### src/tpp_defines.vh
// Shared constants for the two-phase PWM sequencer
// Functional notes
// - Cycle starts as clock ends one high drive; other phase ends half cycle later.
// - Low drive stays on at least one third cycle after high drive ends.
// - After forced low time, high drive starts when sawtooth crosses adjusted error.
// - Low drive drops one clock before high drive rises; never both on.
// - High drive stays on until next cycle start for that phase.
// - Channel current is sampled only while that phase's low drive is on.
// - Above-average channel gets shorter pulse, below-average longer, cancelling imbalance.
// - Soft-start ramp rises linearly from zero once fully enabled.
// - Reference follows ramp one-to-one above 0.7 V offset, else zero.
// - Power loss or disable discharges the ramp with the fast step.
// - Average current above overcurrent reference raises an overcurrent event at once.
// - One channel above reference seven cycles running raises an event; dips restart.
// - Overcurrent turns all drives off and discharges ramp with slow step.
// - Monitor input above 3.5 V selects internal-reference mode, else external.
// - Internal mode runs two dormant ramp cycles, drives off, then restarts.
// - Internal mode repeats discharge, dormant cycles, restart on every new event.
// - External mode latches off with all drives off, ramp discharged to zero.
// - Latch clears only by bias loss or enable toggle; outside must toggle enable.
// - Once latch clears, a fresh soft-start cycle restores the output.
// - Hiccup waits until ramp reaches zero; otherwise the sequence stalls.
// - Reference mode is captured at each enable or bias release, then held.
// - All gate drives stay off while ramp is below 0.3 V.
// - Power-good is forced low on overcurrent, disable or bias loss.
`ifndef TPP_DEFINES_VH
`define TPP_DEFINES_VH
`define TPP_CLK_PERIOD_NS 10
`define TPP_SW_PERIOD_NS 1000
`define TPP_SS_TICK_NS 1000
`define TPP_SS_DRIVE_MIN 12'h12c
`define TPP_SS_REF_OFFSET 12'h2bc
`define TPP_SS_TOP 12'hdac
`define TPP_SS_UP_STEP 12'h001
`define TPP_SS_FAST_STEP 12'h064
`define TPP_SS_SLOW_STEP 12'h002
`define TPP_OC_CONSEC 3'h7
`define TPP_DORMANT_LAST 2'h1
`define TPP_PH_IDLE 3'h0
`define TPP_PH_LOW 3'h1
`define TPP_PH_ARM 3'h2
`define TPP_PH_DEAD 3'h3
`define TPP_PH_HIGH 3'h4
`endif

### src/tpp_core.v
// Two-phase PWM timing, current balance, soft-start and overcurrent sequencing
`include "tpp_defines.vh"
module tpp_core #(
	parameter DW = 8,
	parameter SSW = 12,
	parameter PERIOD = `TPP_SW_PERIOD_NS / `TPP_CLK_PERIOD_NS,
	parameter RATE_DIV = `TPP_SS_TICK_NS / `TPP_CLK_PERIOD_NS,
	parameter [SSW-1:0] UP_STEP = `TPP_SS_UP_STEP,
	parameter [SSW-1:0] FAST_STEP = `TPP_SS_FAST_STEP,
	parameter [SSW-1:0] SLOW_STEP = `TPP_SS_SLOW_STEP
) (
	input wire clock,
	input wire resetn,
	input wire clk_en,
	input wire enable_in,
	input wire bias_ok,
	input wire reference_monitor_input,
	input wire [DW-1:0] error_level,
	input wire [DW-1:0] channel_current_input_a,
	input wire [DW-1:0] channel_current_input_b,
	input wire [DW-1:0] oc_reference,
	input wire output_in_window,
	output wire high_side_drive_a,
	output wire low_side_drive_a,
	output wire high_side_drive_b,
	output wire low_side_drive_b,
	output wire [SSW-1:0] soft_start_level,
	output wire [SSW-1:0] regulation_reference,
	output wire overcurrent_event,
	output wire oc_latched,
	output wire internal_ref_mode,
	output wire output_good_flag
);
	localparam integer LAST = PERIOD - 1;
	localparam integer HALF = PERIOD / 2;
	localparam integer PER_W = PERIOD;
	localparam integer DIV_LAST = RATE_DIV - 1;
	localparam [SSW-1:0] SS_TOP = `TPP_SS_TOP;
	localparam [SSW-1:0] SS_DRIVE_MIN = `TPP_SS_DRIVE_MIN;
	localparam [SSW-1:0] SS_REF_OFFSET = `TPP_SS_REF_OFFSET;
	localparam [2:0] OC_CONSEC = `TPP_OC_CONSEC;
	localparam [2:0] SS_OFF = 3'h0;
	localparam [2:0] SS_RAMP = 3'h1;
	localparam [2:0] SS_RUN = 3'h2;
	localparam [2:0] SS_OCDIS = 3'h3;
	localparam [2:0] SS_DORM_UP = 3'h4;
	localparam [2:0] SS_DORM_DN = 3'h5;
	localparam [2:0] SS_LATCH = 3'h6;

	reg [DW-1:0] cnt_r;
	reg [15:0] div_r;
	reg tick_r;
	reg [DW-1:0] samp_a_r;
	reg [DW-1:0] samp_b_r;
	reg [2:0] over_a_r;
	reg [2:0] over_b_r;
	reg [2:0] ss_state_r;
	reg [2:0] ss_state_nxt;
	reg [SSW-1:0] ss_r;
	reg [SSW-1:0] ss_nxt;
	reg [1:0] dorm_r;
	reg [1:0] dorm_nxt;
	reg en_q_r;
	reg mode_int_r;
	reg oc_evt_r;
	reg [SSW-1:0] ref_r;
	reg pg_r;

	wire enabled;
	wire running;
	wire allow;
	wire [DW:0] pos_b_sum;
	wire [DW:0] pos_b_wrap;
	wire [DW-1:0] pos_b;
	wire start_a;
	wire start_b;
	wire win_a;
	wire win_b;
	wire [DW:0] cur_sum;
	wire [DW-1:0] cur_avg;
	wire [DW+1:0] adj_a;
	wire [DW+1:0] adj_b;
	wire [DW-1:0] thr_a;
	wire [DW-1:0] thr_b;
	wire avg_over;
	wire hit_a;
	wire hit_b;
	wire oc_trig;
	wire [SSW:0] ss_up_sum;
	wire [SSW-1:0] ss_up;
	wire [SSW-1:0] ss_fast;
	wire [SSW-1:0] ss_slow;

	// all comparisons are digital and synchronous
	assign enabled = enable_in & bias_ok;
	assign running = (ss_state_r == SS_RAMP) || (ss_state_r == SS_RUN);
	// drives held off at low ramp
	assign allow = running && (ss_r >= SS_DRIVE_MIN) && !oc_trig;

	// phase b runs half a cycle behind phase a
	assign pos_b_sum = {1'b0, cnt_r} + HALF[DW:0];
	assign pos_b_wrap = (pos_b_sum >= PER_W[DW:0]) ? (pos_b_sum - PER_W[DW:0]) : pos_b_sum;
	assign pos_b = pos_b_wrap[DW-1:0];
	assign start_a = (cnt_r == {DW{1'b0}});
	assign start_b = (pos_b == {DW{1'b0}});

	always @(posedge clock) begin
		if (!resetn) begin
			cnt_r <= {DW{1'b0}};
		end else if (clk_en) begin
			if (cnt_r == LAST[DW-1:0]) begin
				cnt_r <= {DW{1'b0}};
			end else begin
				cnt_r <= cnt_r + {{(DW-1){1'b0}}, 1'b1};
			end
		end
	end

	assign cur_sum = {1'b0, samp_a_r} + {1'b0, samp_b_r};
	assign cur_avg = cur_sum[DW:1];
	assign adj_a = {2'b00, error_level} + {2'b00, cur_avg} - {2'b00, samp_a_r};
	assign adj_b = {2'b00, error_level} + {2'b00, cur_avg} - {2'b00, samp_b_r};
	// Saturate rather than wrap so a big imbalance cannot flip the duty
	assign thr_a = adj_a[DW+1] ? {DW{1'b0}} : (adj_a[DW] ? {DW{1'b1}} : adj_a[DW-1:0]);
	assign thr_b = adj_b[DW+1] ? {DW{1'b0}} : (adj_b[DW] ? {DW{1'b1}} : adj_b[DW-1:0]);

	tpp_phase #(
		.DW(DW),
		.PERIOD(PERIOD)
	) u_phase_a (
		.clock(clock),
		.resetn(resetn),
		.clk_en(clk_en),
		.allow(allow),
		.pos(cnt_r),
		.threshold(thr_a),
		.high_side_drive(high_side_drive_a),
		.low_side_drive(low_side_drive_a),
		.sample_window(win_a)
	);

	tpp_phase #(
		.DW(DW),
		.PERIOD(PERIOD)
	) u_phase_b (
		.clock(clock),
		.resetn(resetn),
		.clk_en(clk_en),
		.allow(allow),
		.pos(pos_b),
		.threshold(thr_b),
		.high_side_drive(high_side_drive_b),
		.low_side_drive(low_side_drive_b),
		.sample_window(win_b)
	);

	// hold last value seen in window
	always @(posedge clock) begin
		if (!resetn) begin
			samp_a_r <= {DW{1'b0}};
			samp_b_r <= {DW{1'b0}};
		end else if (clk_en) begin
			if (win_a) begin
				samp_a_r <= channel_current_input_a;
			end
			if (win_b) begin
				samp_b_r <= channel_current_input_b;
			end
		end
	end

	assign avg_over = running && (cur_avg > oc_reference);
	assign hit_a = running && start_a && (samp_a_r > oc_reference) && (over_a_r == OC_CONSEC - 3'h1);
	assign hit_b = running && start_b && (samp_b_r > oc_reference) && (over_b_r == OC_CONSEC - 3'h1);
	assign oc_trig = avg_over | hit_a | hit_b;

	always @(posedge clock) begin
		if (!resetn) begin
			over_a_r <= 3'h0;
			over_b_r <= 3'h0;
		end else if (clk_en) begin
			if (!running || oc_trig) begin
				over_a_r <= 3'h0;
				over_b_r <= 3'h0;
			end else begin
				if (start_a) begin
					over_a_r <= (samp_a_r > oc_reference) ? over_a_r + 3'h1 : 3'h0;
				end
				if (start_b) begin
					over_b_r <= (samp_b_r > oc_reference) ? over_b_r + 3'h1 : 3'h0;
				end
			end
		end
	end

	assign ss_up_sum = {1'b0, ss_r} + {1'b0, UP_STEP};
	assign ss_up = (ss_up_sum >= {1'b0, SS_TOP}) ? SS_TOP : ss_up_sum[SSW-1:0];
	assign ss_fast = (ss_r > FAST_STEP) ? ss_r - FAST_STEP : {SSW{1'b0}};
	assign ss_slow = (ss_r > SLOW_STEP) ? ss_r - SLOW_STEP : {SSW{1'b0}};

	always @(posedge clock) begin
		if (!resetn) begin
			div_r <= 16'h0000;
			tick_r <= 1'b0;
		end else if (clk_en) begin
			if (div_r == DIV_LAST[15:0]) begin
				div_r <= 16'h0000;
				tick_r <= 1'b1;
			end else begin
				div_r <= div_r + 16'h0001;
				tick_r <= 1'b0;
			end
		end
	end

	always @* begin
		ss_state_nxt = ss_state_r;
		ss_nxt = ss_r;
		dorm_nxt = dorm_r;
		if (!enabled) begin
			ss_state_nxt = SS_OFF;
			if (tick_r) begin
				ss_nxt = ss_fast;
			end
		end else begin
			case (ss_state_r)
			SS_OFF: begin
				if (tick_r) begin
					ss_nxt = ss_fast;
				end
				if (ss_r == {SSW{1'b0}}) begin
					ss_state_nxt = SS_RAMP;
				end
			end
			SS_RAMP, SS_RUN: begin
				if (oc_trig) begin
					dorm_nxt = 2'h0;
					ss_state_nxt = mode_int_r ? SS_OCDIS : SS_LATCH;
				end else begin
					if (tick_r) begin
						ss_nxt = ss_up;
					end
					if (ss_r == SS_TOP) begin
						ss_state_nxt = SS_RUN;
					end
				end
			end
			SS_OCDIS: begin
				if (tick_r) begin
					ss_nxt = ss_slow;
				end
				if (ss_r == {SSW{1'b0}}) begin
					ss_state_nxt = SS_DORM_UP;
				end
			end
			SS_DORM_UP: begin
				if (tick_r) begin
					ss_nxt = ss_up;
				end
				if (ss_r == SS_TOP) begin
					ss_state_nxt = SS_DORM_DN;
				end
			end
			SS_DORM_DN: begin
				if (tick_r) begin
					ss_nxt = ss_slow;
				end
				if (ss_r == {SSW{1'b0}}) begin
					// restart attempt, repeats on new event
					if (dorm_r == `TPP_DORMANT_LAST) begin
						ss_state_nxt = SS_RAMP;
					end else begin
						dorm_nxt = dorm_r + 2'h1;
						ss_state_nxt = SS_DORM_UP;
					end
				end
			end
			SS_LATCH: begin
				if (tick_r) begin
					ss_nxt = ss_slow;
				end
			end
			default: begin
				ss_state_nxt = SS_OFF;
			end
			endcase
		end
	end

	always @(posedge clock) begin
		if (!resetn) begin
			ss_state_r <= SS_OFF;
			ss_r <= {SSW{1'b0}};
			dorm_r <= 2'h0;
			en_q_r <= 1'b0;
			mode_int_r <= 1'b0;
			oc_evt_r <= 1'b0;
			ref_r <= {SSW{1'b0}};
			pg_r <= 1'b0;
		end else if (clk_en) begin
			ss_state_r <= ss_state_nxt;
			ss_r <= ss_nxt;
			dorm_r <= dorm_nxt;
			en_q_r <= enabled;
			if (enabled && !en_q_r) begin
				mode_int_r <= reference_monitor_input;
			end
			oc_evt_r <= oc_trig;
			ref_r <= (ss_r > SS_REF_OFFSET) ? ss_r - SS_REF_OFFSET : {SSW{1'b0}};
			pg_r <= enabled && running && output_in_window && !oc_trig;
		end
	end

	assign soft_start_level = ss_r;
	assign regulation_reference = ref_r;
	assign overcurrent_event = oc_evt_r;
	assign oc_latched = (ss_state_r == SS_LATCH);
	assign internal_ref_mode = mode_int_r;
	assign output_good_flag = pg_r;
endmodule // tpp_core

### src/tpp_phase.v
// One phase of gate drive timing
`include "tpp_defines.vh"
module tpp_phase #(
	parameter DW = 8,
	parameter PERIOD = 100
) (
	input wire clock,
	input wire resetn,
	input wire clk_en,
	input wire allow,
	input wire [DW-1:0] pos,
	input wire [DW-1:0] threshold,
	output wire high_side_drive,
	output wire low_side_drive,
	output wire sample_window
);
	localparam integer LAST = PERIOD - 1;
	// Rounded up so the forced low time is never short
	localparam integer THIRD = (PERIOD + 2) / 3;
	localparam [2:0] ST_IDLE = `TPP_PH_IDLE;
	localparam [2:0] ST_LOW = `TPP_PH_LOW;
	localparam [2:0] ST_ARM = `TPP_PH_ARM;
	localparam [2:0] ST_DEAD = `TPP_PH_DEAD;
	localparam [2:0] ST_HIGH = `TPP_PH_HIGH;
	reg [2:0] state_r;
	reg hi_r;
	reg lo_r;
	wire cyc_start;
	wire [DW-1:0] saw;
	assign cyc_start = (pos == {DW{1'b0}});
	// Falling sawtooth so a larger error gives a wider pulse
	assign saw = LAST[DW-1:0] - pos;
	assign high_side_drive = hi_r;
	assign low_side_drive = lo_r;
	assign sample_window = lo_r;
	always @(posedge clock) begin
		if (!resetn) begin
			state_r <= ST_IDLE;
			hi_r <= 1'b0;
			lo_r <= 1'b0;
		end else if (clk_en) begin
			if (!allow) begin
				state_r <= ST_IDLE;
				hi_r <= 1'b0;
				lo_r <= 1'b0;
			end else begin
				case (state_r)
				ST_IDLE: begin
					if (cyc_start) begin
						state_r <= ST_LOW;
						lo_r <= 1'b1;
					end
				end
				ST_LOW: begin
					if (!cyc_start && pos >= THIRD[DW-1:0]) begin
						state_r <= ST_ARM;
					end
				end
				ST_ARM: begin
					if (cyc_start) begin
						state_r <= ST_LOW;
					end else if (saw < threshold) begin
						state_r <= ST_DEAD;
						lo_r <= 1'b0;
					end
				end
				ST_DEAD: begin
					if (cyc_start) begin
						state_r <= ST_LOW;
						lo_r <= 1'b1;
					end else begin
						state_r <= ST_HIGH;
						hi_r <= 1'b1;
					end
				end
				ST_HIGH: begin
					if (cyc_start) begin
						state_r <= ST_LOW;
						hi_r <= 1'b0;
						lo_r <= 1'b1;
					end
				end
				default: begin
					state_r <= ST_IDLE;
					hi_r <= 1'b0;
					lo_r <= 1'b0;
				end
				endcase
			end
		end
	end
endmodule // tpp_phase

### config.mk
export PLATFORM = sky130hd
export DESIGN_NAME = tpp_core
export DESIGN_NICKNAME = d
export VERILOG_FILES = /design/src/tpp_core.v /design/src/tpp_phase.v
export VERILOG_INCLUDE_DIRS = /design/src /design/src/src
export SDC_FILE = /design/constraint.sdc
export NUM_CORES = 1
export LEC_CHECK = 0
export BUFFER_PORTS_ARGS = -buffer_cell sky130_fd_sc_hd__buf_2
export CORE_MARGIN = 2
export CORE_UTILIZATION = 40
export DETAILED_ROUTE_END_ITERATION = 8
export GPL_TIMING_DRIVEN = 1
export SLEW_MARGIN = 20
export SYNTH_ARGS = -nofsm -noshare
export SYNTH_HDL_FRONTEND = slang
export SYNTH_SLANG_ARGS = --single-unit
### constraint.sdc
create_clock -name clock -period 14.65 [get_ports clock]
set_input_delay 3.6625 -clock clock [delete_from_list [all_inputs] [get_ports clock]]
set_output_delay 3.6625 -clock clock [all_outputs]
set_load 0.005 [all_outputs]
# After elaboration in Yosys (flattened, before gate mapping)
# Cells that the tools add are included.
word_totals:
  out_inout_bits: 32
  regBits: 90
  inputBits: 39
op_classes:
  bitwise: 3
  muxes: 70
  order_cmp: 13
  n_addsub: 17
  n_eq_ne: 52
  reduce_logical: 53
op_table:
  columns: ["operator", "count"]
  rows:
  - ["12-bit two-way mux", 9]
  - ["3-bit two-way mux", 27]
  - ["3-bit != test (second input constant)", 18]
  - ["8-bit two-way mux", 6]
  - ["12-bit one-hot mux with 4 select lines", 1]
  - ["8-bit greater-than comparator", 3]
  - ["3-bit one-hot mux with 4 select lines", 2]
  - ["3-bit equality test (second input constant)", 7]
  - ["4-bit AND reduction", 5]
  - ["8-bit by 8-bit adder with 9-bit output", 2]
  - ["3-bit by 2-bit equality test with 1-bit output (second input constant)", 6]
  - ["3-bit one-hot mux with 6 select lines", 1]
  - ["16-bit by 1-bit adder with 16-bit output (second input constant)", 1]
  - ["16-bit by 7-bit equality test with 1-bit output (second input constant)", 1]
  - ["8-bit by 6-bit >= comparator with 1-bit output (second input constant)", 2]
  - ["8-bit logical NOT", 2]
  - ["8-bit < comparator", 2]
  - ["16-bit two-way mux", 1]
  - ["2-bit != test (second input constant)", 8]
  - ["7-bit by 8-bit subtractor with 8-bit output (first input constant)", 2]
  - ["1-bit logical AND", 15]
  - ["1-bit two-way mux", 15]
  - ["3-bit OR reduction", 5]
  - ["12-bit by 1-bit adder with 13-bit output (second input constant)", 1]
  - ["other kinds (39)", 66]

# Longest topological paths before layout
depth:
  ltp_word: 12
  ltp_mapped: 30

# Modules after synthesis
# A second synthesis with hierarchy kept.
unflattened:
  cells_unflattened: 1114
  hier_area_um2: 8466.9
by_module_without_submodules:
  columns: ["mod", "cells_per_inst", "seq_area_each_um2", "area_per_inst_um2", "n_inst"]
  rows:
  - ["tpp_core", 948, 1601.5, 7143.1, 1]
  - ["tpp_phase", 83, 100.1, 661.9, 2]

# Least setup slack after synthesis
# Ideal clock, no wire load.
synth_timing:
  kind: "input-to-reg"
  from: "input error_level[0]"
  to: "register u_phase_a.state_r[0]"
  arrival_time_ns: 7.685
  slack_ns: 6.870
  path_stages: 24
  path_cell_list: "ha_1 -> fa_1 -> a211oi_1 -> nor2_1 -> nor2_1 -> nor2_1 -> nor2_1 -> xnor2_1 -> ha_1 -> or3_1 -> o21bai_1 -> a31oi_1 -> xor2_1 -> o32a_1 -> o21ai_0 -> ha_1 -> nand4_1 -> nor2_1 -> nor2_1 -> o21ai_0 -> a21oi_1 -> o31ai_1 -> or3_1 -> o311ai_1"
synth_via:
  elab_chain_len: 7
synth_lines:
  columns: ["item", "line", "source"]
  rows:
  - ["from (decl)", "tpp_core.v:18", "input wire [DW-1:0] error_level,"]
  - ["8-bit by 8-bit adder with 9-bit output *", "tpp_core.v:121", "assign adj_a = {2'b00, error_level} + {2'b00, cur_avg} - {2'b00, samp_a_r};"]
  - ["10-bit by 8-bit subtractor with 10-bit output *", "tpp_core.v:121", null]
  - ["8-bit two-way mux", "tpp_core.v:124", "assign thr_a = adj_a[DW+1] ? {DW{1'b0}} : (adj_a[DW] ? {DW{1'b1}} : adj_a[DW-1:0]);"]
  - ["8-bit two-way mux *", "tpp_core.v:124", null]
  - ["8-bit < comparator *", "tpp_phase.v:62", "end else if (saw < threshold) begin"]
  - ["4-bit != test (no line) *", null, null]
  - ["4-bit AND reduction (no line) *", null, null]
  - ["to (signal assigned)", "tpp_phase.v:61", "state_r <= ST_LOW;"]
  - ["to (signal assigned)", "tpp_phase.v:63", "state_r <= ST_DEAD;"]
  - ["to (signal assigned)", "tpp_phase.v:69", "state_r <= ST_LOW;"]
  - ["to (decl)", "tpp_phase.v:25", "reg [2:0] state_r;"]
# Mark *: on every way between the ends. The rest lies on a longest branch, timed or not.
# A chain may end at the register's enable or synchronous reset.

# Final worst setup path
# Ends and elaborated chain as after synthesis.

==> flow_summary.ini <==
[outcome]
status = completed

[place]
pre_cts_ws_ns = 6.255
place_congestion = 0.8745
numPortBuffers = 70
post-place-cells = 1420
hpwl_um = 17740

[pwr]
p_leak_uw = 0.003768
powerDensity_mw_per_mm2 = 65.48
vdd_drop_max_v = 0.00005568

[sta]
max_freq_mhz = 123.6
tightest_slew_ns = 0.8988
slew_headroom_pct = 40.00
rsz0062_at_grt = no
setup_viol = 0
drv_slew = 0
skew_ns = 0.006290
fin_crit_sh_pct = 55.25
min_period_ns = 8.094
hold_viol = 0
layout_setup_ws_ns = 6.556
tns_ns = 0

[synth]
synth_compound_area_share_pct = 25.43
synth_simple_gate_area_share_pct = 23.27
yosysWarnings = 0
synth_area_per_cell_um2 = 7.612
synth_edf_count = 0
synth_fa_ha_area_share_pct = 14.71
syn_nets = 1268
ys_ff_latch = 90
synth_cells = 1131
synth_cell_type_count = 92
yosysSeqAreaShare_pct = 20.93
synth_top_family_by_area = compound AO/OA/AOI/OAI gates
synthArstFlopShare_pct = 0
synthFlopType = dfxtp_1
synth_area_mm2 = 0.008610
muxShareOfSynthArea_pct = 0.8284
synth_xor_area_share_pct = 8.632

[routing]
ant_nets = 0
drtPass1Iterations = 5
drt_iter0_drc = 553
via_count = 8188
drc_errors = 0
avgViaCountPerCell = 5.702
wirelength_um = 23570
wire_per_inst_um = 16.42

[worst_setup_path]
slowest_delay_ns = 0.46
required_ns = 14.90
startpoint_type = input pin
crit_path_max_fanout = 8
crit_family = compound AO/OA/AOI/OAI gates
endpoint_kind = flop
slowest_stage = xor2_1
crit_buf_inv = 1
crit_type = in -> reg
critPathArrivalTime_ns = 8.34
cp_common_cell = nor2_1

[clock_tree]
ctsResizeCount = 0
htreeDepth = 3
clk_pin_slew_ns = 0.07
cts_root_buf = clkbuf_16
cts_buffers = 9
cts_tree = done
cts_max_path_buffers = 2
holdBufCountCts = 0
clkLatencyLatePin_ns = 0.35
postCtsSetupBuffers = 0
clock_sinks = 90

[die]
io_pins = 71
die-area_mm2 = 0.02271
fp.dieH_um = 150.7
design.core.area_mm2 = 0.02109
die_w_um = 150.7
initial_core_util_pct = 40.83
fp-row-count = 53

[worst_hold_path]
hold_path_class = reg -> reg

[job]
cap_violations = 0

[grt]
met1_usage_pct = 30.16
grt_max_degree = 60
grt_pass1_wl_um = 38320
met2_usage_pct = 33.43
grt_overflow = 0
track_usage_pct = 21.00
use_met3_pct = 2.667
antenna_found_initial = 0
grt.busiest_layer = met2
grt_pass1_vias = 7569

[cells_and_area]
final_common_cell = nor2_1
layout.nets = 1293
syn_to_final_growth_pct = 8.720
final_core_util_pct = 44.39
n_antenna_cell = 0
fill_cells = 2199
final_cell_mix = nor2_1 (101), ha_1 (94), nand2_1 (93)
drive_gt1_share_pct = 10.59
multiInputGateArea_mm2 = 0.006281
regArea_mm2 = 0.001802
instances_no_fill = 1436
final cells by class:
class | count | area share, %
Clock buffer | 11 | 2.486
Sequential cell | 90 | 19.25
Multi-Input combinational cell | 909 | 67.10
Clock inverter | 5 | 0.4144
Tap cell | 275 | 3.676
Timing Repair Buffer | 77 | 4.304
Inverter | 69 | 2.767
synthesized netlist by cell type, types with 7 or more instances:
master | number | share of area, %
o21ai_0 | 69 | 4.0
clkbuf_1 | 44 | 1.9
ha_1 | 94 | 14
o21bai_1 | 10 | 0.87
a211oi_1 | 16 | 1.4
nand3_1 | 49 | 2.8
a21o_1 | 14 | 1.2
nand4_1 | 19 | 1.4
nand2_1 | 93 | 4.1
dfxtp_1 | 90 | 21
nor2b_1 | 15 | 1.1
or3_1 | 9 | 0.65
and2_1 | 14 | 1.0
nor2_1 | 101 | 4.4
a31oi_1 | 9 | 0.65
xnor2_1 | 43 | 4.4
buf_1 | 8 | 0.35
and3_1 | 13 | 0.94
nor3_1 | 21 | 1.2
a21oi_1 | 88 | 5.1
nor4_1 | 7 | 0.51
xor2_1 | 40 | 4.1
o31ai_1 | 9 | 0.78
o211ai_1 | 8 | 0.70
inv_1 | 69 | 3.0
nand2b_1 | 11 | 0.80
final timing paths:
| kind | from | to | slack, ns | cells past startpoint |
|---|---|---|---|---|
| worst max-delay path | error_level[0] | u_phase_a.state_r[0] | 6.56 | 25 |
| worst min-delay path | output_good_flag | output_good_flag | 0.47 | 2 |
| worst max register to register | samp_a_r[1] | u_phase_a.state_r[0] | 8.70 | 29 |
| worst min register to register | output_good_flag | output_good_flag | 0.47 | 2 |
worst register-to-register path, delay by kind of cell, from the launching register on:
family | cells | cell delay (ns)
buf+inv | 2 | 0.21
flops | 1 | 0.41
xor+xnor | 3 | 0.85
simple gates | 9 | 1.36
compound gates | 11 | 1.71
fa+ha+maj | 4 | 1.33
routing by layer:
| layer | routed length [um] | vias up |
|---|---|---|
| met5 | 0 | - |
| met4 | 268 | 0 |
| met3 | 978 | 16 |
| met2 | 10710 | 179 |
| met1 | 11620 | 3860 |
| li1 | - | 4133 |
stage by stage:
step | hold WS, ns | cell area, um^2 | total power [uW]
2_1_floorplan | 0.4347 | 8610 | 361.2
3_5_place_dp | 0.4622 | 9081 | 398.6
4_1_cts | 0.4701 | 9353 | 619.8
3_3_place_gp | 0.4507 | 9081 | 397.4
5_1_grt | 0.5008 | 9360 | 646.1
6_report | 0.4657 | 9360 | 612.9
logic make-up (layout without fill, tap and decap cells):
kind of cell / count (synthesis) / in the layout
simple gates: 395 / 395
compound gates: 324 / 324
buf+inv: 132 / 162
fa+ha+maj: 99 / 99
flops: 90 / 90
xor+xnor: 84 / 84
mux: 7 / 7
sequential cells by signal, summed over array words and instances (netlist names):
register and flops:
u_phase_a.low_side_drive 1, soft_start_level 12, u_phase_b.low_side_drive 1, u_phase_a.high_side_drive 1, ss_state_r 3, u_phase_b.high_side_drive 1
u_phase_b.state_r 3, output_good_flag 1, regulation_reference 12, cnt_r 8, en_q_r 1, over_b_r 3
samp_a_r 8, div_r 16, over_a_r 3, dorm_r 2, u_phase_a.state_r 3, overcurrent_event 1
samp_b_r 8, tick_r 1, internal_ref_mode 1
power by group:
part / leakage, uW / internal [uW] / switching (uW) / total [uW]
registers: 0.000728 / 249 / 7.03 / 256
clock network: 0.000118 / 116 / 102 / 218
logic: 0.00292 / 55.0 / 84.0 / 139
Power figures use the tool's default switching activity.
